--- config.mk ---
export PLATFORM = sky130hd
export DESIGN_NAME = wdg_guard
export DESIGN_NICKNAME = d
export VERILOG_FILES = /design/src/rtl/wdg_pkg.sv /design/src/rtl/wdg_sync.sv /design/src/rtl/wdg_guard.sv
export SDC_FILE = /design/constraint.sdc
export NUM_CORES = 1
export LEC_CHECK = 0
export ABC_AREA = 1
export CAP_MARGIN = 20
export CELL_PAD_IN_SITES_DETAIL_PLACEMENT = 1
export CELL_PAD_IN_SITES_GLOBAL_PLACEMENT = 1
export CORE_AREA = 2 2 89 91
export CTS_CLUSTER_DIAMETER = 200
export DETAILED_ROUTE_END_ITERATION = 16
export DIE_AREA = 0 0 91 93
export DONT_BUFFER_PORTS = 1
export PLACE_DENSITY = 0.77
export SLEW_MARGIN = 25
export SYNTH_ARGS = -nofsm -noshare
export SYNTH_HDL_FRONTEND = slang
export SYNTH_SLANG_ARGS = --single-unit
--- constraint.sdc ---
create_clock -name clk -period 5.2 [get_ports clk]
set_input_delay 1.04 -clock clk [delete_from_list [all_inputs] [get_ports clk]]
set_output_delay 1.04 -clock clk [all_outputs]
set_load 0.005 [all_outputs]
--- src/rtl/wdg_pkg.sv ---
package wdg_pkg;

  // register map
  localparam logic [15:0] WDG_MODE_ADDR    = 16'hFF48;
  localparam logic [15:0] WDG_RESTART_ADDR = 16'hFF49;

  // reset, readback and restart key values
  localparam logic [7:0] WDG_MODE_RESET    = 8'h67;
  localparam logic [7:0] WDG_RESTART_READ  = 8'h9A;
  localparam logic [7:0] WDG_RESTART_KEY   = 8'hAC;
  localparam logic [7:0] WDG_UNMAPPED_READ = 8'h00;

  // mode register fields
  localparam int WDG_CLK_SEL_HI_BIT = 4;
  localparam int WDG_CLK_SEL_LO_BIT = 3;
  localparam int WDG_INTERVAL_MSB   = 2;
  localparam int WDG_INTERVAL_LSB   = 0;
  localparam int WDG_INTERVAL_W     = 3;

  // overflow exponent bases per clock source
  localparam logic [4:0] WDG_SLOW_EXP_BASE = 5'h0B;
  localparam logic [4:0] WDG_SYS_EXP_BASE  = 5'h0D;

  // counter sizing: largest period is two to the twentieth
  localparam int WDG_CNT_W = 20;

  // reset cause register bit that records a watchdog reset
  localparam int WDG_CAUSE_FLAG_BIT = 4;

  // lifecycle of the mode register after reset
  typedef enum logic [1:0] {
    WDG_MODE_OPEN,
    WDG_MODE_LOCKED,
    WDG_MODE_HALTED
  } wdg_mode_state_t;

  // processor access, one cycle wide
  typedef struct packed {
    logic [15:0] addr;
    logic        wr;
    logic        rd;
    logic        bit_op;
    logic [7:0]  wdata;
  } wdg_cpu_req_t;

endpackage

--- src/rtl/wdg_sync.sv ---
`timescale 1ns/1ns
module wdg_sync
(
  input  wire logic clk,
  input  wire logic reset,
  input  wire logic ce,
  input  wire logic async_in,
  output logic      rise_pulse
);
  import wdg_pkg::*;

  logic meta_reg;
  logic meta_next;
  logic stable_reg;
  logic stable_next;
  logic prev_reg;
  logic prev_next;
  logic rise_reg;
  logic rise_next;

  // two-flop synchroniser, edge detect on the second stage only
  always_comb
  begin
    meta_next   = meta_reg;
    stable_next = stable_reg;
    prev_next   = prev_reg;
    rise_next   = rise_reg;
    if (ce)
    begin
      meta_next   = async_in;
      stable_next = meta_reg;
      prev_next   = stable_reg;
      rise_next   = stable_reg & ~prev_reg;
    end
  end

  always_ff @(posedge clk)
  begin
    if (reset)
    begin
      meta_reg   <= 1'b0;
      stable_reg <= 1'b0;
      prev_reg   <= 1'b0;
      rise_reg   <= 1'b0;
    end
    else
    begin
      meta_reg   <= meta_next;
      stable_reg <= stable_next;
      prev_reg   <= prev_next;
      rise_reg   <= rise_next;
    end
  end

  assign rise_pulse = rise_reg;

endmodule

--- src/rtl/wdg_guard.sv ---
// Behaviour
// - mode register writable once; repeat forces reset
// - mode resets to 67H, reads current value
// - bits 4:3 pick slow, system, or stop
// - interval field picks power-of-two overflow count
// - interval field is all ones after reset
// - fixed slow oscillator ignores clock-select bits
// - stopped watchdog suppresses all misuse resets
// - key ACH clears counter, counting continues
// - wrong restart byte value forces reset
// - bit operation on restart forces reset
// - restart register always reads 9AH
// - counter overflow forces internal reset
// - watchdog reset sets cause flag bit 4
// - first mode write clears the counter
`timescale 1ns/1ns
module wdg_guard
#(
  parameter int CNT_W = wdg_pkg::WDG_CNT_W
)
(
  input  wire logic                 clk,
  input  wire logic                 reset,
  input  wire logic                 por,
  input  wire logic                 ce,
  input  wire wdg_pkg::wdg_cpu_req_t cpu_req,
  input  wire logic                 slow_osc_clk,
  input  wire logic                 slow_osc_fixed,
  input  wire logic                 cause_clear,
  output logic [7:0]                rdata,
  output logic                      guard_reset,
  output logic                      guard_reset_flag,
  output logic                      guard_halted
);
  import wdg_pkg::*;

  wdg_mode_state_t   state_reg;
  wdg_mode_state_t   state_next;
  logic [7:0]        guard_mode_reg;
  logic [7:0]        guard_mode_next;
  logic [CNT_W-1:0]  count_reg;
  logic [CNT_W-1:0]  count_next;
  logic [7:0]        rdata_reg;
  logic [7:0]        rdata_next;
  logic              reset_out_reg;
  logic              reset_out_next;
  logic              flag_reg;
  logic              flag_next;
  logic              halted_reg;
  logic              halted_next;

  logic              slow_tick;
  logic              mode_hit;
  logic              restart_hit;
  logic              mode_wr;
  logic              restart_wr;
  logic              restart_bit_op;
  logic              use_slow;
  logic              stop_sel;
  logic              count_tick;
  logic [4:0]        exp_base;
  logic [4:0]        exponent;
  logic [CNT_W:0]    limit_full;
  logic [CNT_W-1:0]  limit_last;
  logic              overflow;
  logic              misuse;
  logic [7:0]        mode_write_val;
  logic              write_halts;

  wdg_sync u_slow_sync
  (
    .clk        (clk),
    .reset      (reset),
    .ce         (ce),
    .async_in   (slow_osc_clk),
    .rise_pulse (slow_tick)
  );

  // address decode
  always_comb
  begin
    mode_hit    = 1'b0;
    restart_hit = 1'b0;
    if (cpu_req.addr == WDG_MODE_ADDR)
    begin
      mode_hit = 1'b1;
    end
    else if (cpu_req.addr == WDG_RESTART_ADDR)
    begin
      restart_hit = 1'b1;
    end
  end

  assign mode_wr        = ce & cpu_req.wr & mode_hit;
  assign restart_wr     = ce & cpu_req.wr & restart_hit & ~cpu_req.bit_op;
  assign restart_bit_op = ce & cpu_req.wr & restart_hit & cpu_req.bit_op;

  // value stored on the single mode write
  always_comb
  begin
    mode_write_val = cpu_req.wdata;
    if (slow_osc_fixed)
    begin
      mode_write_val[WDG_CLK_SEL_HI_BIT] = 1'b0;
      mode_write_val[WDG_CLK_SEL_LO_BIT] = 1'b0;
    end
  end

  assign write_halts = mode_write_val[WDG_CLK_SEL_HI_BIT];

  // clock source and period selection
  always_comb
  begin
    stop_sel = guard_mode_reg[WDG_CLK_SEL_HI_BIT] & ~slow_osc_fixed;
    use_slow = slow_osc_fixed | ~guard_mode_reg[WDG_CLK_SEL_LO_BIT];
    if (use_slow)
    begin
      exp_base = WDG_SLOW_EXP_BASE;
    end
    else
    begin
      exp_base = WDG_SYS_EXP_BASE;
    end
    exponent = exp_base + 5'(guard_mode_reg[WDG_INTERVAL_MSB:WDG_INTERVAL_LSB]);
    limit_full = (CNT_W + 1)'(1) << exponent;
    limit_last = CNT_W'(limit_full - (CNT_W + 1)'(1));
    count_tick = ce & ~stop_sel & (use_slow ? slow_tick : 1'b1);
    overflow   = count_tick & (count_reg == limit_last);
  end

  // misuse detection, suppressed once halted
  always_comb
  begin
    misuse = 1'b0;
    if (state_reg != WDG_MODE_HALTED)
    begin
      if (mode_wr && state_reg == WDG_MODE_LOCKED)
      begin
        misuse = 1'b1;
      end
      if (restart_wr && cpu_req.wdata != WDG_RESTART_KEY)
      begin
        misuse = 1'b1;
      end
      if (restart_bit_op)
      begin
        misuse = 1'b1;
      end
    end
  end

  // mode lifecycle and mode register
  always_comb
  begin
    state_next      = state_reg;
    guard_mode_next = guard_mode_reg;
    if (mode_wr && state_reg == WDG_MODE_OPEN)
    begin
      guard_mode_next = mode_write_val;
      if (write_halts)
      begin
        state_next = WDG_MODE_HALTED;
      end
      else
      begin
        state_next = WDG_MODE_LOCKED;
      end
    end
  end

  always_ff @(posedge clk)
  begin
    if (reset)
    begin
      state_reg      <= WDG_MODE_OPEN;
      guard_mode_reg <= WDG_MODE_RESET;
    end
    else
    begin
      state_reg      <= state_next;
      guard_mode_reg <= guard_mode_next;
    end
  end

  // counter
  always_comb
  begin
    count_next = count_reg;
    if (mode_wr && state_reg == WDG_MODE_OPEN)
    begin
      count_next = '0;
    end
    else if (restart_wr && cpu_req.wdata == WDG_RESTART_KEY)
    begin
      count_next = '0;
    end
    else if (overflow)
    begin
      count_next = '0;
    end
    else if (count_tick)
    begin
      count_next = count_reg + CNT_W'(1);
    end
  end

  always_ff @(posedge clk)
  begin
    if (reset)
    begin
      count_reg <= '0;
    end
    else
    begin
      count_reg <= count_next;
    end
  end

  // read data
  always_comb
  begin
    rdata_next = rdata_reg;
    if (ce && cpu_req.rd)
    begin
      if (mode_hit)
      begin
        rdata_next = guard_mode_reg;
      end
      else if (restart_hit)
      begin
        rdata_next = WDG_RESTART_READ;
      end
      else
      begin
        rdata_next = WDG_UNMAPPED_READ;
      end
    end
  end

  always_ff @(posedge clk)
  begin
    if (reset)
    begin
      rdata_reg <= WDG_UNMAPPED_READ;
    end
    else
    begin
      rdata_reg <= rdata_next;
    end
  end

  // internal reset request and halt status
  always_comb
  begin
    reset_out_next = reset_out_reg;
    halted_next    = halted_reg;
    if (ce)
    begin
      reset_out_next = overflow | misuse;
      halted_next    = (state_next == WDG_MODE_HALTED) | stop_sel;
    end
  end

  always_ff @(posedge clk)
  begin
    if (reset)
    begin
      reset_out_reg <= 1'b0;
      halted_reg    <= 1'b0;
    end
    else
    begin
      reset_out_reg <= reset_out_next;
      halted_reg    <= halted_next;
    end
  end

  // new watchdog reset wins over a clear in the same cycle
  always_comb
  begin
    flag_next = flag_reg;
    if (ce)
    begin
      if (cause_clear)
      begin
        flag_next = 1'b0;
      end
      if (overflow || misuse)
      begin
        flag_next = 1'b1;
      end
    end
  end

  // cause flag survives the chip reset it triggers; only power-on or cause_clear clears it
  always_ff @(posedge clk)
  begin
    if (por)
    begin
      flag_reg <= 1'b0;
    end
    else
    begin
      flag_reg <= flag_next;
    end
  end

  assign rdata            = rdata_reg;
  assign guard_reset      = reset_out_reg;
  assign guard_reset_flag = flag_reg;
  assign guard_halted     = halted_reg;

endmodule

==> metrics.md <==
| Metric | Value |
|---|---|
| Power density over the cells | `187 nW/um^2` |
| Metal2 WL | `4.80 mm` |
| Largest delay share family, worst path | `simple AND/OR/NAND/NOR gates` |
| Core box area | `7530 sq um` |
| Library cell contributing the largest single delay on the critical path | `sky130_fd_sc_hd__nand2_2` |
| Number of nets in the layout | `547` |
| Number of flip-flops under the largest register name | `20` |
| Final setup margin | `0.729 ns` |
| Sw power | `0.000140 W` |
| Total length of routed met3 wires | `364 microns` |
| Worst-path fanout max | `20` |
| Unrepaired setup endpoints after global routing | `no` |
| Count of endpoints failing hold in the final timing report | `0` |
| Via count of the first global-routing pass | `3362` |
| Pleak | `1.58 nW` |
| Number of buffers and inverters on the critical path | `2` |
| Post-synthesis instance area | `3300 sq um` |
| First-iteration detailed-routing DRC count | `103` |
| Endpoints failing setup | `0` |
| Clock skew after layout | `0.00762 ns` |
| HPWL Detailed | `7.95 mm` |
| Average wire per cell in the routed design | `15.8 microns` |
| Clock sink total | `45` |
| Height of the chip | `93 microns` |
| WHS Path Cells | `2` |
| Ports placed on the boundary | `45` |
| Clock transition at the registers of the reported paths | `0.09 ns` |
| Total Die Area | `8460 sq um` |
| Maximum vdd drop | `0.000172 V` |
| Switching share of power | `0.215` |
| Final slew viol count | `0` |
| Sum of routed wire segments on met1 | `4.33 mm` |
| Horiz. Die Dim | `91 microns` |
| Remaining global-route overflow | `0` |
| Fraction of the mapped netlist area in simple logic gates | `0.454` |
| Layout Area Growth over Synthesis | `5.39%` |
| Number of flops mapped to enable cells by yosys | `0` |
| Predominant post-synthesis flop cell | `sky130_fd_sc_hd__dfxtp_1` |
| Required time at the worst-slack endpoint | `5.38 ns` |
| Ys async rst share | `0` |
| Number of iterations in the first detailed-routing pass | `4` |
| Combinational family with the most area after synthesis | `simple AND/OR/NAND/NOR gates` |
| Signal arrival time at the worst endpoint | `4.65 ns` |
| Setup slack after placement | `0.453 ns` |
| Total Power Consumption | `0.000651 W` |
| Max H-tree Level | `2` |
| Initial antenna violation count | `0` |
| Total Negative Setup Slacks | `0 ns` |
| Compound-cell area share of the yosys netlist | `0.0816` |
| Detail-routed via count per cell | `5.32` |
| Number of cells upsized or downsized after cts | `0` |
| FF-to-FF path depth | `23` |
| Effective utilization at floorplan | `0.438` |
| Post-synthesis register bit count | `45` |
| First-pass GRT wire length | `16.1 mm` |
| Synth Area per Inst | `6.45 sq um` |
| Relative slew slack | `0.554` |
| CTS tree | `done` |
| Placed Area | `3360 sq um` |
| Sequential Power Share | `0.539` |
| Total DRC errors in the routed layout | `0` |
| Maximum single-stage delay on the critical path | `0.50 ns` |
| Critical Path Source Type | `primary input` |
| Multiplexer area fraction after synthesis | `0` |
| CTS root buffer | `sky130_fd_sc_hd__clkbuf_8` |
| Type of the tightest min-delay check | `flip-flop to flip-flop` |
| Clk Latency, worst-skew pair | `0.30 ns` |
| Kind of end point of the critical path | `flip-flop` |
| Crit share post-route | `0.860` |
| Post-CTS Hold Fix Bufs | `0` |
| Outcome | `finished clean` |
| Finished Core Util | `0.462` |
| Highest metal layer used by the detailed router | `met4` |
| Count of nets left with antenna violations after detail routing | `0` |
| Routability-driven placement congestion ratio | `0.981` |
| Number of placement rows | `32` |
| Distinct cell type count of the synthesized netlist | `40` |
| Seq/Total Area, Yosys | `0.273` |
| XOR/XNOR Fraction of Synth Area | `0.0690` |
| Worst Max-Slew Pin Slew | `0.664 ns` |
| Total non-filler cell area in the finished layout | `3480 sq um` |
| Detailed Route WL | `9.67 mm` |
| Stages on the worst setup path | `24` |
| Share of total power in combinational logic | `0.034` |
| Worst Path Class, Setup | `primary input to flip-flop` |
| Number of buffers on the longest clock path | `2` |
| Internal power component | `0.000511 W` |
| Clock share of power | `0.426` |
| Pin count of the biggest net entering global routing | `21` |
| Net count after synthesis | `549` |
| Tmin final | `4.47 ns` |
| Buffer count from post-CTS setup fixing | `0` |
| N_diodes | `0` |
| Cell-by-cell trace of the critical path | `inv_2, nand2_2, nand2_4, nand3_4, nand2_1, fa_1, inv_2, nand3_1, nor2_1, nand2_1, ha_1, xnor2_1, nor2_1, nand2_1, nor2_1, nand2_1, nor2_1, nand2_1, nor2_1, nand2_1, nor2_1, nand4_2, nand2_2, nor2_2` |
| Number of cells produced by synthesis | `511` |
| Max Freq | `0.224 GHz` |
| Fraction of final layout cells sized beyond drive strength 1 | `0.137` |
| Cts bufs inserted | `5` |
| Count of port buffers added during placement | `0` |
| Fraction of the mapped netlist area in adder cells | `0.0175` |
| Number of violations of the max-capacitance limit | `0` |
| Overall via count from detail_route | `3258` |
| Overall Global Routing Usage | `0.236` |
| Yosys warning count | `0` |
## layout make-up
cell class / count / area [sq um]
Clock buffer: 7 / 86.3
Inverter: 74 / 278
Tap cell: 102 / 128
Fill cell: 1054 / 4050
Clock inverter: 1 / 30.0
Sequential cell: 45 / 901
Multi-Input combinational cell: 383 / 2050
## cells by family (layout without fill, tap and decap cells)
logic type,Yosys count,in the layout
flops,45,45
compound gates,45,45
simple gates,308,308
fa+ha+maj,4,4
xor+xnor,26,26
buf+inv,83,82
## cell usage after synthesis, drive strengths merged (4+ instances only)
cell type,number,area [sq um]
a21oi,21,116
buf,6,55.1
dfxtp,45,901
inv,71,267
nand2,147,609
nand3,42,250
nand4,20,131
nor2,78,382
nor3,15,85.1
o211ai,4,30.0
o21ai,13,68.8
xor2,23,201
## per-layer routing
layer	track usage	up-vias
li1	-	1623
met1	0.292	1554
met5	0	-
met3	0.0298	14
met2	0.428	67
met4	0.0732	0
## final timing paths
kind / from / to / slack (ns)
setup / recovery: slow_osc_fixed / count_reg[2]$_SDFFE_PP0P_ / 0.73
hold / removal: u_slow_sync.prev_reg$_SDFFE_PP0P_ / u_slow_sync.prev_reg$_SDFFE_PP0P_ / 0.46
setup reg to reg: guard_mode_reg[3]$_SDFFE_PP0P_ / count_reg[2]$_SDFFE_PP0P_ / 1.11
hold reg to reg: u_slow_sync.prev_reg$_SDFFE_PP0P_ / u_slow_sync.prev_reg$_SDFFE_PP0P_ / 0.46
## worst min-delay path, stage by stage (launching register included)
cell and delay [ns]:
sky130_fd_sc_hd__dfxtp_1 0.32, sky130_fd_sc_hd__nand2_1 0.06, sky130_fd_sc_hd__a21oi_1 0.05
## layout by cell type (no fill, tap or decap)
master	count
sky130_fd_sc_hd__nor2_2	26
sky130_fd_sc_hd__ha_1	3
sky130_fd_sc_hd__inv_2	6
sky130_fd_sc_hd__o211ai_1	4
sky130_fd_sc_hd__clkinv_1	3
sky130_fd_sc_hd__nand2_2	14
sky130_fd_sc_hd__o21ai_2	1
sky130_fd_sc_hd__nor3_2	2
sky130_fd_sc_hd__a31oi_1	1
sky130_fd_sc_hd__nor3b_1	1
sky130_fd_sc_hd__nor4_1	3
sky130_fd_sc_hd__nand3_4	2
sky130_fd_sc_hd__nand4_1	19
sky130_fd_sc_hd__nand3_2	3
sky130_fd_sc_hd__bufinv_16	1
sky130_fd_sc_hd__nand4_2	1
sky130_fd_sc_hd__nand3b_1	2
sky130_fd_sc_hd__o21ai_0	11
sky130_fd_sc_hd__xnor2_1	3
sky130_fd_sc_hd__clkbuf_8	6
sky130_fd_sc_hd__a21oi_2	3
sky130_fd_sc_hd__clkbuf_1	1
sky130_fd_sc_hd__o311ai_1	1
sky130_fd_sc_hd__dfxtp_1	45
sky130_fd_sc_hd__fa_1	1
sky130_fd_sc_hd__nand2_1	130
sky130_fd_sc_hd__xor2_1	23
sky130_fd_sc_hd__o21bai_1	2
sky130_fd_sc_hd__nor2_8	1
sky130_fd_sc_hd__nor2_1	50
sky130_fd_sc_hd__o22ai_1	1
sky130_fd_sc_hd__a21oi_1	18
sky130_fd_sc_hd__o21ai_1	1
sky130_fd_sc_hd__o22a_1	1
sky130_fd_sc_hd__nor2_4	1
sky130_fd_sc_hd__nand2_4	3
sky130_fd_sc_hd__nand3_1	37
sky130_fd_sc_hd__nor3_1	13
sky130_fd_sc_hd__inv_1	65
sky130_fd_sc_hd__a2bb2oi_1	1
## through the flow
step	hold slack, ns	cells
6_report	0.461	612
5_1_grt	0.498	612
2_1_floorplan	0.439	511
3_3_place_gp	0.442	604
4_1_cts	0.466	612
3_5_place_dp	0.452	604
## power groups by stage
stage               clock, W  sequential (W)  combinational, W
finish              0.000278        0.000351         0.0000223
global route        0.000298        0.000352         0.0000257
CTS                 0.000282        0.000351         0.0000226
detailed placement         0        0.000359         0.0000225
global placement           0        0.000359         0.0000218
floorplan                  0        0.000359         0.0000202
Power figures use the tool's default switching activity.
